[src/rtl/fr_alu_pkg.sv]
// Constants and types for the file-register ALU and branch datapath
package fr_alu_pkg;
  localparam int unsigned DATA_W      = 8;
  localparam int unsigned ADDR_W      = 5;
  localparam int unsigned REG_COUNT   = 32;
  localparam int unsigned PC_W        = 11;
  localparam int unsigned JUMP_W      = 9;
  localparam int unsigned PAGE_LO_BIT = 5;
  localparam int unsigned PAGE_HI_BIT = 6;
  localparam int unsigned ZERO_BIT    = 2;
  localparam logic [7:0]  STATUS_RST  = 8'h18;
  localparam logic [7:0]  ACC_RST     = 8'h00;
  localparam logic [7:0]  FILE_RST    = 8'h00;
  localparam logic [10:0] PC_RST      = 11'h000;
  localparam logic        DEST_ACC    = 1'b0;
  localparam logic        DEST_FILE   = 1'b1;

  typedef enum logic [2:0] {
    OP_NO_OPERATION,
    OP_COMPLEMENT_FILE,
    OP_DECREMENT_FILE,
    OP_INCREMENT_FILE,
    OP_DECREMENT_SKIP_IF_NULL,
    OP_INCREMENT_SKIP_IF_NULL,
    OP_JUMP_ABSOLUTE,
    OP_OR_LITERAL_INTO_ACC
  } op_t;
endpackage

[src/rtl/fr_alu_unit.sv]
// Combinational result and zero detect for the file-register operations
`timescale 1ns/10ps
module fr_alu_unit
  import fr_alu_pkg::*;
(
  input  wire logic [2:0] op_i,
  input  wire logic [7:0] file_i,
  input  wire logic [7:0] acc_i,
  input  wire logic [7:0] lit_i,
  output logic      [7:0] result_o,
  output logic            zero_o
);
  wire [7:0] inv_w = ~file_i;
  wire [7:0] dec_w = file_i - 8'h01;
  wire [7:0] inc_w = file_i + 8'h01;
  wire [7:0] orl_w = acc_i | lit_i;

  always_comb begin
    case (op_t'(op_i))
      OP_COMPLEMENT_FILE:        result_o = inv_w;
      OP_DECREMENT_FILE,
      OP_DECREMENT_SKIP_IF_NULL: result_o = dec_w;
      OP_INCREMENT_FILE,
      OP_INCREMENT_SKIP_IF_NULL: result_o = inc_w;
      OP_OR_LITERAL_INTO_ACC:    result_o = orl_w;
      default:                   result_o = 8'h00;
    endcase
  end

  assign zero_o = (result_o == 8'h00);
endmodule // fr_alu_unit

[src/rtl/fr_alu_core.sv]
// File-register ALU, skip and absolute jump execution datapath
// Operation
// - File operand 0..31, one destination bit
// - Destination 0 to accumulator, 1 to file
// - Complement file, route result, update zero
// - Decrement file, route result, update zero
// - Increment file, route result, update zero
// - Decrement, skip on zero, flags kept
// - Increment, skip on zero, flags kept
// - Jump loads low bits, page from status
// - Jump takes two cycles, flags kept
// - OR literal into accumulator, update zero
// - Zero flag is a status bit
`timescale 1ns/10ps
module fr_alu_core
  import fr_alu_pkg::*;
(
  input  wire logic        clk_i,
  input  wire logic        sys_rst_i,
  input  wire logic        instr_valid_i,
  input  wire logic [2:0]  op_i,
  input  wire logic [4:0]  file_addr_i,
  input  wire logic        dest_i,
  input  wire logic [8:0]  imm_i,
  input  wire logic        status_wr_i,
  input  wire logic [7:0]  status_wdata_i,
  output logic      [7:0]  acc_o,
  output logic      [7:0]  status_o,
  output logic      [10:0] program_counter_o,
  output logic             flush_o,
  output logic             busy_o,
  output logic      [7:0]  file_rd_data_o
);
  logic [7:0]  file_mem [REG_COUNT];
  logic [7:0]  acc_r;
  logic [7:0]  status_r;
  logic [10:0] program_counter_r;
  logic        flush_r;
  logic [7:0]  rd_data_r;
  logic [7:0]  result_w;
  logic        zero_w;

  // Accept only when not executing a flush cycle
  wire         take_w    = instr_valid_i & ~flush_r;
  wire         op_nop_w  = ~take_w;
  wire [2:0]   op_eff_w  = op_nop_w ? 3'(OP_NO_OPERATION) : op_i;
  wire [7:0]   file_w    = file_mem[file_addr_i];

  fr_alu_unit u_alu (
    .op_i     (op_eff_w),
    .file_i   (file_w),
    .acc_i    (acc_r),
    .lit_i    (imm_i[7:0]),
    .result_o (result_w),
    .zero_o   (zero_w)
  );

  wire is_zflag_w = (op_eff_w == 3'(OP_COMPLEMENT_FILE))
                  | (op_eff_w == 3'(OP_DECREMENT_FILE))
                  | (op_eff_w == 3'(OP_INCREMENT_FILE))
                  | (op_eff_w == 3'(OP_OR_LITERAL_INTO_ACC));
  wire is_skip_w  = (op_eff_w == 3'(OP_DECREMENT_SKIP_IF_NULL))
                  | (op_eff_w == 3'(OP_INCREMENT_SKIP_IF_NULL));
  wire is_file_w  = is_skip_w | (is_zflag_w
                  & (op_eff_w != 3'(OP_OR_LITERAL_INTO_ACC)));
  wire is_jump_w  = (op_eff_w == 3'(OP_JUMP_ABSOLUTE));
  wire is_orl_w   = (op_eff_w == 3'(OP_OR_LITERAL_INTO_ACC));

  wire wr_file_w  = is_file_w & (dest_i == DEST_FILE);
  wire wr_acc_w   = is_orl_w | (is_file_w & (dest_i == DEST_ACC));
  wire skip_w     = is_skip_w & zero_w;
  wire flush_nxt  = skip_w | is_jump_w;

  wire [10:0] jump_pc_w = {status_r[PAGE_HI_BIT:PAGE_LO_BIT],
                           imm_i[JUMP_W-1:0]};
  wire [10:0] pc_nxt    = is_jump_w ? jump_pc_w
                        : (take_w | flush_r) ? program_counter_r + 11'h001
                        : program_counter_r;

  logic [7:0] status_nxt;
  always_comb begin
    status_nxt = status_wr_i ? status_wdata_i : status_r;
    if (is_zflag_w) begin
      status_nxt[ZERO_BIT] = zero_w;
    end
  end

  wire [7:0] acc_nxt     = wr_acc_w ? result_w : acc_r;
  wire [7:0] rd_data_nxt = wr_file_w ? result_w : file_w;

  always_ff @(posedge clk_i or posedge sys_rst_i) begin
    if (sys_rst_i) begin
      acc_r <= ACC_RST;
    end else begin
      acc_r <= acc_nxt;
    end
  end

  always_ff @(posedge clk_i or posedge sys_rst_i) begin
    if (sys_rst_i) begin
      status_r <= STATUS_RST;
    end else begin
      status_r <= status_nxt;
    end
  end

  always_ff @(posedge clk_i or posedge sys_rst_i) begin
    if (sys_rst_i) begin
      program_counter_r <= PC_RST;
    end else begin
      program_counter_r <= pc_nxt;
    end
  end

  // Marks the cycle whose fetched instruction is dropped
  always_ff @(posedge clk_i or posedge sys_rst_i) begin
    if (sys_rst_i) begin
      flush_r <= 1'b0;
    end else begin
      flush_r <= flush_nxt;
    end
  end

  always_ff @(posedge clk_i or posedge sys_rst_i) begin
    if (sys_rst_i) begin
      rd_data_r <= FILE_RST;
    end else begin
      rd_data_r <= rd_data_nxt;
    end
  end

  generate
    for (genvar i = 0; i < REG_COUNT; i++) begin : g_file
      always_ff @(posedge clk_i or posedge sys_rst_i) begin
        if (sys_rst_i) begin
          file_mem[i] <= FILE_RST;
        end else if (wr_file_w && file_addr_i == 5'(i)) begin
          file_mem[i] <= result_w;
        end
      end
    end
  endgenerate

  assign acc_o             = acc_r;
  assign status_o          = status_r;
  assign program_counter_o = program_counter_r;
  assign flush_o           = flush_r;
  assign busy_o            = flush_r;
  assign file_rd_data_o    = rd_data_r;

  // Checks
  AST_ACC_ROUTE: assert property (@(posedge clk_i)
    disable iff (sys_rst_i)
    (take_w && is_file_w && dest_i == DEST_ACC) |=> acc_r == $past(result_w))
    else $error("accumulator not written for destination 0");
  AST_FILE_ROUTE: assert property (@(posedge clk_i)
    disable iff (sys_rst_i)
    (take_w && is_file_w && dest_i == DEST_FILE)
    |=> file_rd_data_o == $past(result_w))
    else $error("file register not written for destination 1");
  AST_FILE_KEEPS_ACC: assert property (@(posedge clk_i)
    disable iff (sys_rst_i)
    (take_w && is_file_w && dest_i == DEST_FILE) |=> $stable(acc_r))
    else $error("accumulator changed for destination 1");
  AST_ACC_KEEPS_FILE: assert property (@(posedge clk_i)
    disable iff (sys_rst_i)
    (take_w && is_file_w && dest_i == DEST_ACC)
    |=> file_rd_data_o == $past(file_w))
    else $error("file register changed for destination 0");

  AST_COMPLEMENT: assert property (@(posedge clk_i)
    disable iff (sys_rst_i)
    (take_w && op_i == 3'(OP_COMPLEMENT_FILE) && dest_i == DEST_ACC)
    |=> acc_r == ~$past(file_w))
    else $error("complement result wrong");
  AST_COMPLEMENT_FILE: assert property (@(posedge clk_i)
    disable iff (sys_rst_i)
    (take_w && op_i == 3'(OP_COMPLEMENT_FILE) && dest_i == DEST_FILE)
    |=> file_rd_data_o == ~$past(file_w))
    else $error("complement to file wrong");
  AST_DECREMENT: assert property (@(posedge clk_i)
    disable iff (sys_rst_i)
    (take_w && op_i == 3'(OP_DECREMENT_FILE) && dest_i == DEST_ACC)
    |=> acc_r == $past(file_w) - 8'h01)
    else $error("decrement result wrong");
  AST_DECREMENT_FILE: assert property (@(posedge clk_i)
    disable iff (sys_rst_i)
    (take_w && op_i == 3'(OP_DECREMENT_FILE) && dest_i == DEST_FILE)
    |=> file_rd_data_o == $past(file_w) - 8'h01)
    else $error("decrement to file wrong");
  AST_INCREMENT: assert property (@(posedge clk_i)
    disable iff (sys_rst_i)
    (take_w && op_i == 3'(OP_INCREMENT_FILE) && dest_i == DEST_FILE)
    |=> file_rd_data_o == $past(file_w) + 8'h01)
    else $error("increment result wrong");
  AST_INCREMENT_ACC: assert property (@(posedge clk_i)
    disable iff (sys_rst_i)
    (take_w && op_i == 3'(OP_INCREMENT_FILE) && dest_i == DEST_ACC)
    |=> acc_r == $past(file_w) + 8'h01)
    else $error("increment to accumulator wrong");

  AST_SKIP_DEC: assert property (@(posedge clk_i)
    disable iff (sys_rst_i)
    (take_w && op_i == 3'(OP_DECREMENT_SKIP_IF_NULL) && dest_i == DEST_ACC)
    |=> acc_r == $past(file_w) - 8'h01)
    else $error("decrement and skip result wrong");
  AST_SKIP_INC: assert property (@(posedge clk_i)
    disable iff (sys_rst_i)
    (take_w && op_i == 3'(OP_INCREMENT_SKIP_IF_NULL) && dest_i == DEST_FILE)
    |=> file_rd_data_o == $past(file_w) + 8'h01)
    else $error("increment and skip result wrong");
  AST_SKIP_FLUSH: assert property (@(posedge clk_i)
    disable iff (sys_rst_i)
    (take_w && is_skip_w && zero_w) |=> flush_o ##1 !flush_o)
    else $error("zero result skip not one flush cycle");
  AST_SKIP_NO_FLUSH: assert property (@(posedge clk_i)
    disable iff (sys_rst_i)
    (take_w && is_skip_w && !zero_w) |=> !flush_o)
    else $error("nonzero result skip flushed");
  AST_SKIP_FLAGS: assert property (@(posedge clk_i)
    disable iff (sys_rst_i)
    (take_w && is_skip_w && !status_wr_i) |=> $stable(status_r))
    else $error("skip altered status");

  AST_JUMP_PC: assert property (@(posedge clk_i)
    disable iff (sys_rst_i)
    (take_w && op_i == 3'(OP_JUMP_ABSOLUTE)) |=>
    program_counter_o == {$past(status_r[6:5]), $past(imm_i)})
    else $error("jump target wrong");
  AST_JUMP_TWO: assert property (@(posedge clk_i)
    disable iff (sys_rst_i)
    (take_w && op_i == 3'(OP_JUMP_ABSOLUTE) && !status_wr_i)
    |=> flush_o && $stable(status_r) ##1 !flush_o)
    else $error("jump not two cycles or flags altered");
  AST_FLUSH_DROPS: assert property (@(posedge clk_i)
    disable iff (sys_rst_i)
    (flush_r && instr_valid_i && !status_wr_i) |=> $stable(acc_r)
    && $stable(status_r)
    && program_counter_o == $past(program_counter_r) + 11'h001)
    else $error("instruction in flush cycle not dropped");

  AST_OR_ZERO: assert property (@(posedge clk_i)
    disable iff (sys_rst_i)
    (take_w && op_i == 3'(OP_OR_LITERAL_INTO_ACC)) |=>
    acc_r == ($past(acc_r) | $past(imm_i[7:0]))
    && status_r[ZERO_BIT] == (acc_r == 8'h00))
    else $error("or literal or zero flag wrong");
  AST_ZERO_FLAG: assert property (@(posedge clk_i)
    disable iff (sys_rst_i)
    (take_w && is_zflag_w)
    |=> status_r[ZERO_BIT] == ($past(result_w) == 8'h00))
    else $error("zero flag does not follow result");

  COV_SKIP: cover property (@(posedge clk_i) disable iff (sys_rst_i)
    take_w && is_skip_w && zero_w);
  COV_JUMP: cover property (@(posedge clk_i) disable iff (sys_rst_i)
    take_w && is_jump_w);
  COV_ZERO: cover property (@(posedge clk_i) disable iff (sys_rst_i)
    take_w && is_zflag_w && zero_w);
  COV_FILE_WR: cover property (@(posedge clk_i) disable iff (sys_rst_i)
    wr_file_w);
  COV_FLUSH_DROP: cover property (@(posedge clk_i) disable iff (sys_rst_i)
    flush_r && instr_valid_i);
endmodule // fr_alu_core

[config.mk]
export PLATFORM = sky130hd
export DESIGN_NAME = fr_alu_core
export DESIGN_NICKNAME = d
export VERILOG_FILES = /design/src/rtl/fr_alu_pkg.sv /design/src/rtl/fr_alu_unit.sv /design/src/rtl/fr_alu_core.sv
export SDC_FILE = /design/constraint.sdc
export NUM_CORES = 1
export LEC_CHECK = 0
export BUFFER_PORTS_ARGS = -buffer_cell sky130_fd_sc_hd__buf_2
export CORE_MARGIN = 2
export CORE_UTILIZATION = 40
export DETAILED_ROUTE_END_ITERATION = 8
export HOLD_SLACK_MARGIN = 0.08
export PLACE_DENSITY = 0.65
export SYNTH_ARGS = -nofsm -noshare
export SYNTH_HDL_FRONTEND = slang
export SYNTH_HIERARCHICAL = 1
export SYNTH_SLANG_ARGS = --single-unit
[constraint.sdc]
create_clock -name clk_i -period 9.4 [get_ports clk_i]
set_input_delay 0.94 -clock clk_i [delete_from_list [all_inputs] [get_ports clk_i]]
set_output_delay 0.94 -clock clk_i [all_outputs]
set_load 0.01 [all_outputs]
==> summary.txt <==
CTS
  • Max Root-Sink Buffers: 3
  • CTS tree: yes
  • Clock sinks: 292
  • Postcts setup bufs: 0
  • Hold Buf Count CTS: 0
  • Worst-skew pair later-pin latency: 0.58 ns
  • Clock buffer count from CTS: 31
  • CTS clk-pin slew, worst paths: about 0.06 ns
  • Clk root buf: clkbuf_16
  • Cts repair resizes: 0
  • H-tree depth: 1

Power and ir drop
  • Leak: between 0.007 and 0.008 µW
  • Psw: 846 µW
  • VDD IR max: about 0.13 mV
  • P_int: 2300 µW
  • PwrDens: 197 nW/µm²
  • Sw Ratio: 0.269
  • Seq pwr share: 0.464
  • Power share of the clock group: 0.385
  • Combinational power share: 0.151

STA
  • Hold Fails Final Rpt: 0
  • Fmax: 0.167 GHz
  • RSZ-0062 raised after global routing: no
  • Slew HR: 0.295
  • Setup TNS: 0 ns
  • Final setup vio count: 0
  • Final Slew Violations: 0
  • Actual slew at the worst max-slew pin: 1.06 ns
  • Post-route minimum period: around 6 ns
  • Final Skew: 0.0296 ns
  • Final period util: 0.639

Finish
  • Post-layout util: 0.450
  • Final #Nets: between 1k and 1.5k
  • Area Growth Syn to Fin: 11.3%
  • Share of cells above drive strength 1: 0.460
  • Diodes inserted: 0
  • Fillers: roughly 3.2k

Synthesis
  • Async S/R FF share, synth: 1.00
  • Top post-synthesis cells by area: dfrtp_1, mux2_2, mux4_2
  • Synth Register Bits: 292
  • Top_reg_cell synth: dfrtp_1
  • Sequential area share after synthesis: 0.510
  • Mapped Cells: roughly 1.0k
  • Syn Area/Cell: 14.0 µm²
  • Post-synth EDFFs: 0
  • Largest area contributor in the netlist: dfrtp_1
  • Count of different cell masters after synthesis: 67
  • Syn. warnings: 6
  • Syn nets: 1055
  • Synth top area share: 0.507
  • Mapped cell area: 14300 µm²

Flow run
  • MaxCap Viol Count: 0

Floorplan
  • Core Region: 35400 µm²
  • Initial core utilization: 0.405
  • FP Rows: 69
  • DIE AREA: 37300 µm²
  • Overall die width: 193 µm
  • Die Y: a little under 200 µm
  • Ports: 67

Placed design
  • Input/output buffers: 66
  • DPL Wire Length: ~22 mm
  • Gpl congestion: ~0.85

Critical path
  • Startpoint type of the worst setup path: input port
  • Crit path buffers/inverters: 3
  • Most common cell on crit path: buf_4
  • Crit-path slowest cell: buf_4
  • Max incr delay on CP: 0.88 ns
  • Crit. End Element: flop
  • Family with the most delay on the worst path: simple AND/OR/NAND/NOR gates
  • CP arrival: between 6 and 7 ns
  • Required @ worst endpoint: a little under 10 ns
  • Critical-path cell list: buf_4 -> buf_4 -> mux4_2 -> a22o_1 -> nor4b_1 -> nor2_1 -> or4_4 -> nor3_1 -> xnor2_1 -> o32ai_4 -> buf_4 -> nor4bb_2 -> nor3_1 -> a21oi_1
  • Worst-path fanout max: 54
  • CP Class: input port to flop

Global routing
  • Global-route wire length before repair: between 50 and 60 mm
  • Initial antenna violation count: 0
  • Number of global-route vias before repair: 9036
  • GR Util All Layers: 0.182
  • Largest net degree at the start of global routing: roughly 140
  • Total grt overflow: 0

Route
  • Wire per inst: 21.9 µm
  • DRC: 0
  • ANT nets after route: 0
  • Initial drt markers: 657
  • Via Count: 8841
  • DR pass1 iterations: 5
  • Via density: 5.72
  • Drt total wl: 33.9 mm

Outcome
  • Status: complete, no violations

Hold path
  • Hold Path Class: flop to flop
==> routing by layer <==
| metal | wire [µm] | track usage | vias up |
|---|---|---|---|
| met4 | 705 | 0.0441 | 0 |
| li1 | - | - | 3909 |
| met3 | 1450 | 0.0249 | 52 |
| met2 | 16100 | 0.296 | 224 |
| met5 | 0 | 0 | - |
| met1 | 15700 | 0.259 | 4656 |
==> cells in the mapped netlist (all sizes together) (4+ instances only) <==
library cell,instances
o31ai,10
inv,9
a2111oi,9
nand2,44
clkbuf,36
nor4,4
o22ai,20
mux4,48
nor3,12
dfrtp,290
xnor2,10
xor2,5
mux2i,35
buf,37
mux2,271
a22o,18
o21ai,15
nand4,7
a21oi,10
nor2,39
nand3b,5
nor4b,8
a31oi,5
nor2b,5
nand2b,6
and3,6
nand3,18
and4,4
==> final cells by class <==
cell class	count	area, µm²	share of cell area
clock inverter	10	83.8	0.00526
inverter	10	45.0	0.00282
multi-input combinational	648	6570	0.412
timing repair buffer	79	430	0.0270
sequential	292	7310	0.458
clock buffer	46	932	0.0585
tap	461	577	0.0362
==> cell families (layout without fill, tap and decap cells) <==
kind of cell,Yosys count,count (layout),share of synthesized area
compound gates,103,103,0.0534
mux,354,354,0.315
xor+xnor,15,15,0.00917
fa+ha+maj,2,2,0.00175
buf+inv,83,145,0.0332
simple gates,174,174,0.0766
flops,292,292,0.510
==> state kept, by name, indices dropped and copies added, names as in the netlist <==
name               cells
file_mem             256
busy_o                 1
file_rd_data_o         8
acc_o                  8
status_o               8
program_counter_o     11
==> layout by cell type, fill, tap and decap left out, types with 4 or more instances in the layout <==
cell type and count:
mux2_2 266, nand2_2 8, a31oi_1 5, nor4b_1 8, nor2b_1 5, mux4_1 9, xor2_1 5, nor2_4 4
a21oi_1 10, buf_2 65, inv_1 8, mux4_2 39, and4_1 4, dfrtp_1 290, nand3_1 10, nor2_1 23
a22o_1 17, clkbuf_8 10, mux2i_1 35, nand2b_1 6, nor2_2 12, mux2_1 5, o22ai_1 20, buf_4 14
nand3_2 8, a2111oi_1 5, o31ai_1 10, clkbuf_16 31, clkinv_2 6, o21ai_0 13, nor4_1 4, nor3_1 9
nand4_1 7, nand2_1 36, clkbuf_1 5, xnor2_1 10
==> power groups by stage <==
stage | combinational, µW | clock (µW) | sequential [µW]
after floorplan | 324 | 0 | 1480
after global placement | 469 | 0 | 1480
after detailed placement | 476 | 0 | 1480
after CTS | 479 | 1230 | 1460
after global routing | 519 | 1290 | 1480
final | 475 | 1210 | 1460
==> worst reg2reg max path, delay by kind of cell (launching register included) <==
family	cells	cell delay [ns]
and+or+nand+nor	6	2.31
AOI/OAI and AO/OA	2	0.76
buffers and inverters	2	0.59
DFF	1	0.44
adders and majority gates	1	0.30
xor gates and xnor gates	2	0.26
==> final timing paths <==
kind                                start            end  slack (ns)  depth (start not counted)
hold reg to reg              file_mem[42]   file_mem[42]        0.49                          1
max in group asynchronous       sys_rst_i  file_mem[237]        7.15                          3
min in group asynchronous       sys_rst_i   file_mem[25]        0.56                          2
hold / removal               file_mem[42]   file_mem[42]        0.49                          1
setup reg to reg                   busy_o    status_o[2]        4.63                         13
setup / recovery           file_addr_i[1]    status_o[2]        3.40                         14
==> metrics by stage <==
stage	setup WS (ns)	std cells	power, µW	instance area, µm²	hold WS [ns]
floorplan	0.401	1023	1800	14300	0.458
global placement	2.81	1490	1940	14900	0.468
detailed placement	2.75	1490	1960	14900	0.479
CTS	3.34	1546	3170	15900	0.493
global route	2.99	1546	3280	15900	0.510
finish	3.40	1546	3140	15900	0.490
(Power assumes the default switching activity.)
